==> src/core/status_ctrl_pkg.sv <==
package status_ctrl_pkg;

  // System clock rate and the factory-reset hold time.
  localparam int unsigned CLK_HZ          = 100_000_000;
  localparam int unsigned FACTORY_HOLD_S  = 10;
  localparam longint unsigned FACTORY_HOLD_CYC =
    longint'(FACTORY_HOLD_S) * longint'(CLK_HZ);

  // Length of the dark gap that marks one data activity event.
  localparam int unsigned FLASH_CYC       = 5_000_000;

  // Default serial frame: eight data bits, no parity, one stop bit.
  localparam logic [3:0] SER_DATA_BITS    = 4'h8;
  localparam logic       SER_PARITY_EN    = 1'h0;
  localparam logic [1:0] SER_STOP_BITS    = 2'h1;
  localparam logic       SER_FLOW_CTRL_EN = 1'h0;

  // Operating mode reported by the firmware.
  typedef enum logic [1:0] {
    MODE_DATA          = 2'b00,
    MODE_EXTENDED_DATA = 2'b01,
    MODE_COMMAND       = 2'b10
  } op_mode_t;

  // Link state of the serial port emulation.
  typedef enum logic [1:0] {
    LINK_IDLE       = 2'b00,
    LINK_CONNECTING = 2'b01,
    LINK_CONNECTED  = 2'b10
  } link_state_t;

  // Start-up action chosen from the switch levels.
  typedef enum logic [2:0] {
    BOOT_NORMAL     = 3'b000,
    BOOT_SER_DEF    = 3'b001,
    BOOT_LOADER     = 3'b010,
    BOOT_FACTORY    = 3'b011
  } boot_state_t;

  // Indicator pin levels, all active low.
  typedef struct packed {
    logic red_n;
    logic green_n;
    logic blue_n;
  } rgb_t;

  // Serial frame settings.
  typedef struct packed {
    logic [3:0] data_bits;
    logic       parity_en;
    logic [1:0] stop_bits;
    logic       flow_ctrl_en;
  } ser_cfg_t;

  localparam rgb_t RGB_OFF = 3'b111;

endpackage : status_ctrl_pkg

==> src/core/status_ctrl.sv <==
`timescale 1ns/1ps
// Behaviour
// - Colour outputs are active low.
// - Idle: data green only, command red+green.
// - Connecting red+blue; connected blue only.
// - Connected indicator flashes on data activity.
// - Switch two low alone at start: restore serial defaults.
// - Switch two in operation requests wireless link.
// - Both switches low at start: boot-loader.
// - Both held ten seconds from start: factory defaults restored.
// - Reset input performs full system reset.
// - Serial defaults are 8N1, no flow control.
module status_ctrl (
  input  wire logic                        clk_sys,
  input  wire logic                        rst_n,
  input  wire logic                        switch1_n,
  input  wire logic                        switch2_n,
  input  wire status_ctrl_pkg::op_mode_t   op_mode,
  input  wire status_ctrl_pkg::link_state_t link_state,
  input  wire logic                        data_activity,
  output status_ctrl_pkg::rgb_t            rgb_n,
  output logic                             connect_req,
  output logic                             ser_defaults_load,
  output status_ctrl_pkg::ser_cfg_t        ser_defaults,
  output logic                             bootloader_active,
  output logic                             factory_reset,
  output logic                             normal_run
);

  localparam int unsigned HOLD_W = 40;
  localparam logic [HOLD_W-1:0] HOLD_LAST =
    HOLD_W'(status_ctrl_pkg::FACTORY_HOLD_CYC - 1);
  localparam logic [22:0] FLASH_LAST =
    23'(status_ctrl_pkg::FLASH_CYC - 1);

  status_ctrl_pkg::boot_state_t boot_reg,  boot_next;
  logic                         sampled_reg, sampled_next;
  logic [HOLD_W-1:0]            hold_reg,  hold_next;
  logic                         hold_lost_reg, hold_lost_next;
  logic [22:0]                  flash_reg, flash_next;
  logic                         sw2_prev_reg, sw2_prev_next;
  status_ctrl_pkg::rgb_t        rgb_next;
  logic                         conn_next, load_next, boot_out_next;
  logic                         fact_next, run_next;

  // Start-up selection and hold timing; the selection reads the switches only once.
  always_comb begin
    boot_next    = boot_reg;
    sampled_next = 1'b1;
    hold_next    = hold_reg;
    hold_lost_next = hold_lost_reg;
    load_next    = 1'b0;
    fact_next    = 1'b0;
    if (!sampled_reg) begin
      if (!switch1_n && !switch2_n) begin
        boot_next = status_ctrl_pkg::BOOT_LOADER;
      end else if (switch1_n && !switch2_n) begin
        boot_next = status_ctrl_pkg::BOOT_SER_DEF;
        load_next = 1'b1;
      end else begin
        boot_next = status_ctrl_pkg::BOOT_NORMAL;
      end
    end else if (boot_reg == status_ctrl_pkg::BOOT_LOADER) begin
      // Only a hold unbroken since start-up counts: once either switch
      // lets go, a later press cannot start a new hold. Boot-loader stays.
      if (!switch1_n && !switch2_n && !hold_lost_reg) begin
        if (hold_reg == HOLD_LAST) begin
          boot_next = status_ctrl_pkg::BOOT_FACTORY;
          fact_next = 1'b1;
          load_next = 1'b1;
        end else begin
          hold_next = hold_reg + 1'b1;
        end
      end else begin
        hold_next      = '0;
        hold_lost_next = 1'b1;
      end
    end
  end

  // Flash timer and the connect request edge detector.
  always_comb begin
    flash_next    = flash_reg;
    sw2_prev_next = switch2_n;
    if (data_activity &&
        link_state == status_ctrl_pkg::LINK_CONNECTED) begin
      flash_next = FLASH_LAST;
    end else if (flash_reg != '0) begin
      flash_next = flash_reg - 1'b1;
    end
    run_next  = sampled_reg &&
                (boot_reg == status_ctrl_pkg::BOOT_NORMAL ||
                 boot_reg == status_ctrl_pkg::BOOT_SER_DEF);
    // Only a fresh press counts, so a held button asks once.
    conn_next = run_next && sw2_prev_reg && !switch2_n;
    boot_out_next = sampled_reg &&
                    (boot_reg == status_ctrl_pkg::BOOT_LOADER);
  end

  // Colour decode; a low level lights the colour.
  always_comb begin
    rgb_next = status_ctrl_pkg::RGB_OFF;
    unique case (link_state)
      status_ctrl_pkg::LINK_CONNECTING:
        rgb_next = 3'b010;
      status_ctrl_pkg::LINK_CONNECTED: begin
        // Blanking rather than toggling keeps each event visible.
        rgb_next = (flash_reg != '0) ? 3'b111 : 3'b110;
      end
      default: begin
        if (op_mode == status_ctrl_pkg::MODE_COMMAND) begin
          rgb_next = 3'b001;
        end else begin
          rgb_next = 3'b101;
        end
      end
    endcase
  end

  // All state falls to constants on the reset input.
  always_ff @(posedge clk_sys or negedge rst_n) begin
    if (!rst_n) begin
      boot_reg          <= status_ctrl_pkg::BOOT_NORMAL;
      sampled_reg       <= 1'b0;
      hold_reg          <= '0;
      hold_lost_reg     <= 1'b0;
      flash_reg         <= '0;
      sw2_prev_reg      <= 1'b1;
      rgb_n             <= status_ctrl_pkg::RGB_OFF;
      connect_req       <= 1'b0;
      ser_defaults_load <= 1'b0;
      bootloader_active <= 1'b0;
      factory_reset     <= 1'b0;
      normal_run        <= 1'b0;
    end else begin
      boot_reg          <= boot_next;
      sampled_reg       <= sampled_next;
      hold_reg          <= hold_next;
      hold_lost_reg     <= hold_lost_next;
      flash_reg         <= flash_next;
      sw2_prev_reg      <= sw2_prev_next;
      rgb_n             <= rgb_next;
      connect_req       <= conn_next;
      ser_defaults_load <= load_next;
      bootloader_active <= boot_out_next;
      factory_reset     <= fact_next;
      normal_run        <= run_next;
    end
  end

  // Constant default frame, presented with every load pulse.
  always_ff @(posedge clk_sys or negedge rst_n) begin
    if (!rst_n) begin
      ser_defaults <= '0;
    end else begin
      ser_defaults <= {status_ctrl_pkg::SER_DATA_BITS,
                       status_ctrl_pkg::SER_PARITY_EN,
                       status_ctrl_pkg::SER_STOP_BITS,
                       status_ctrl_pkg::SER_FLOW_CTRL_EN};
    end
  end
endmodule : status_ctrl

==> config.mk <==
export PLATFORM = sky130hd
export DESIGN_NAME = status_ctrl
export DESIGN_NICKNAME = d
export VERILOG_FILES = /design/src/core/status_ctrl_pkg.sv /design/src/core/status_ctrl.sv
export SDC_FILE = /design/constraint.sdc
export NUM_CORES = 1
export LEC_CHECK = 0
export BUFFER_PORTS_ARGS = -buffer_cell sky130_fd_sc_hd__buf_4
export CORE_UTILIZATION = 55
export CTS_CLUSTER_SIZE = 10
export DETAILED_ROUTE_END_ITERATION = 16
export GPL_TIMING_DRIVEN = 0
export PLACE_DENSITY_LB_ADDON = 0.05
export SLEW_MARGIN = 20
export SYNTH_ARGS = -nofsm -noshare
export SYNTH_HDL_FRONTEND = slang
export SYNTH_SLANG_ARGS = --single-unit
==> constraint.sdc <==
create_clock -name clk_sys -period 5.3 [get_ports clk_sys]
set_input_delay 0 -clock clk_sys [delete_from_list [all_inputs] [get_ports clk_sys]]
set_output_delay 0 -clock clk_sys [all_outputs]
set_load 0.02 [all_outputs]
==> reports/qor.csv <==
metric,value,unit
post-route-period-util,57.37,%
holdBufCountCts,8,
maxSlewViolCount,0,
gp_congestion,0.9198,
finalSetupViolCount,0,
start_util,56.61,%
cts_buffer_depth,2,
drc_errors,0,
min_path_cells,3,
yosysSeqAreaShare,43.82,%
syn_area,4352,um2
die_width,90.95,um
cts_buffers,9,
wl_per_cell,18.51,um
detail-route-antenna-nets,0,
drt_pass1_iterations,5,
synth_flop_cell,dfrtp_1,
end_kind,flop,
finalSetupTns,0,ps
slowest_delay,640,ps
grt_usage,29.99,%
num_io_pins,25,
antenna_cells,0,
n_fill_cell,663,
final_cell_mix,"dfrtp_1 (72), nand2_1 (38), o31ai_1 (37), nand3_1 (32), nor2_1 (28)",
drive_above_1_share,11.65,%
crit_start,hold_reg[0]$_DFFE_PN0P_,
grt_pass1_wl,19490,um
worst_hold_path_type,in -> reg,
irDropWorstVdd,138.3,uV
vias,4210,
p_per_area,269.4,nW/um2
reg2reg_to,hold_reg[23]$_DFFE_PN0P_,
slew_headroom,29.95,%
cts_tree,yes,
h-tree-depth,3,
skew,10.05,ps
path_class,reg -> reg,
place.port_buffers,18,
path_max_fanout,10,
syn_inst,485,
multi_input_area,2186,um2
synth_enable_flop_cells,0,
yosys.area.top_type_share,41.40,%
max_freq,328.9,MHz
crit_end,hold_reg[23]$_DFFE_PN0P_,
cp.arrival,3280,ps
fp.coreArea,7687,um2
antenna_found_initial,0,
syn2layout_area_growth,13.63,%
worst_pin_slew,1043,ps
synth_area_leaders,"dfrtp_1 (41%), o31ai_1 (6.4%), nand3_1 (3.7%)",
synth_seq_cells,76,
wl,11730,um
grt_pass1_vias,3962,
layout_min_cycle_time,3041,ps
power.leakage,1.967,nW
layout_commonest_cell,dfrtp_1,
clock_sinks,76,
clk_latency,350,ps
gr-total-overflow,0,
cap_violations,0,
hpwl,7858,um
dieArea,8272,um2
hold_viol_final,0,
final_nets,540,
synth_cell_types,54,
seqCellArea,1907,um2
r2r_cells,7,
cp.required,5540,ps
post_cts_buffers,0,
outcome,finished clean,
cts_resized,0,
critical_path.cell_chain,ha_1 -> nand3_1 -> or4_4 -> nor4_4 -> clkbuf_1 -> o31ai_1 -> o41ai_1,
ys_warn_count,0,
ys_async_sr_fraction,100.0,%
vias_per_cell,6.640,
die_y,90.95,um
power.total,1.332,mW
clock-root-buffer,clkbuf_8,
yosys.area.top_type,dfrtp_1,
drt_iter0_markers,354,
clk_pin_slew,80,ps
critPathSlowestCell,or4_4,
rows,32,
rsz0062_at_grt,no,
avgSynthCellArea,8.973,um2
startpoint_type,flop,
grt_start_max_net_pins,77,
largest_reg_flops,40,
ff2ff_setup_slack,2260,ps
reg2reg_from,hold_reg[0]$_DFFE_PN0P_,
through the flow:
stage,cells,instance area [um2],hold slack (ps),utilization [%],worst slack [ps]
2_1_floorplan,490,4370,-295.6,-,2838
3_3_place_gp,610,4633,147.2,60.27,2417
3_5_place_dp,610,4633,148.3,60.27,2358
4_1_cts,634,4938,114.1,64.24,2335
5_1_grt,634,4945,134.5,64.32,2051
6_report,634,4945,114.4,64.32,2259
cell families after synthesis:
| group | count (synthesis) | synth area share, % |
|---|---|---|
| and+or+nand+nor | 209 | 26.37 |
| AOI/OAI and AO/OA | 128 | 20.07 |
| DFF | 76 | 43.82 |
| buffers and inverters | 57 | 6.527 |
| xor gates and xnor gates | 6 | 1.208 |
| adders and majority gates | 4 | 1.150 |
| muxes | 3 | 0.6901 |
| other | 2 | 0.1726 |
layer usage:
layer / share of wire (%) / GRT usage (%)
met2: 45 / 44.95
met1: 46 / 43.51
met5: 0 / 0
met3: 7.2 / 4.690
met4: 2.2 / 12.30
report_power, final:
part	switching [mW]	internal [mW]	total, mW
registers	0.0435	0.617	0.661
clock network	0.224	0.280	0.504
logic	0.101	0.0664	0.167
critical path: cells and delay by family (launching register included):
family / cells / cell delay, ps
buf+inv: 1 / 540
flops: 1 / 430
fa+ha+maj: 1 / 230
simple gates: 3 / 1450
compound gates: 2 / 290
cell type report:
cell class,instances,share of cell area (%)
plain buffers,41,4.529
clock buffers,11,2.859
clock inverters,5,1.695
inverters,16,1.215
multi-input cells,357,44.21
flip-flops and latches,76,38.56
well taps,102,2.581
repair buffers,26,4.352
worst min path at each step:
stage                   from                        end  slack [ps]
3_5_place_dp       switch2_n     sw2_prev_reg$_DFF_PN1_         150
2_1_floorplan          rst_n    boot_reg[0]$_DFFE_PN0P_        -300
5_1_grt        data_activity  flash_reg[13]$_DFFE_PN0P_         130
3_3_place_gp       switch2_n     sw2_prev_reg$_DFF_PN1_         150
4_1_cts        data_activity  flash_reg[11]$_DFFE_PN0P_         110
6_report       data_activity  flash_reg[11]$_DFFE_PN0P_         110
cells in the mapped netlist, types with 2 or more instances:
| master | number |
|---|---|
| or4_1 | 12 |
| nor3b_1 | 2 |
| a32oi_1 | 2 |
| buf_1 | 2 |
| nor3_1 | 14 |
| a41oi_1 | 5 |
| or4_4 | 3 |
| dfstp_2 | 4 |
| conb_1 | 2 |
| ha_1 | 4 |
| inv_1 | 16 |
| o21a_1 | 2 |
| buf_6 | 5 |
| a21o_1 | 3 |
| dfrtp_1 | 72 |
| o211ai_1 | 2 |
| o31a_1 | 4 |
| xor2_1 | 5 |
| buf_4 | 8 |
| o31ai_1 | 37 |
| buf_2 | 2 |
| and2_1 | 4 |
| clkbuf_1 | 24 |
| a211oi_1 | 3 |
| or3_1 | 13 |
| and3_1 | 6 |
| nand2_1 | 38 |
| nor2_1 | 28 |
| o41ai_1 | 11 |
| nor2b_1 | 2 |
| a21oi_1 | 13 |
| nor4_1 | 23 |
| a31oi_1 | 13 |
| o21ai_1 | 5 |
| mux2i_1 | 3 |
| o21ai_0 | 24 |
| nand3_1 | 32 |
| nand4_1 | 21 |
(Power assumes the default switching activity.)
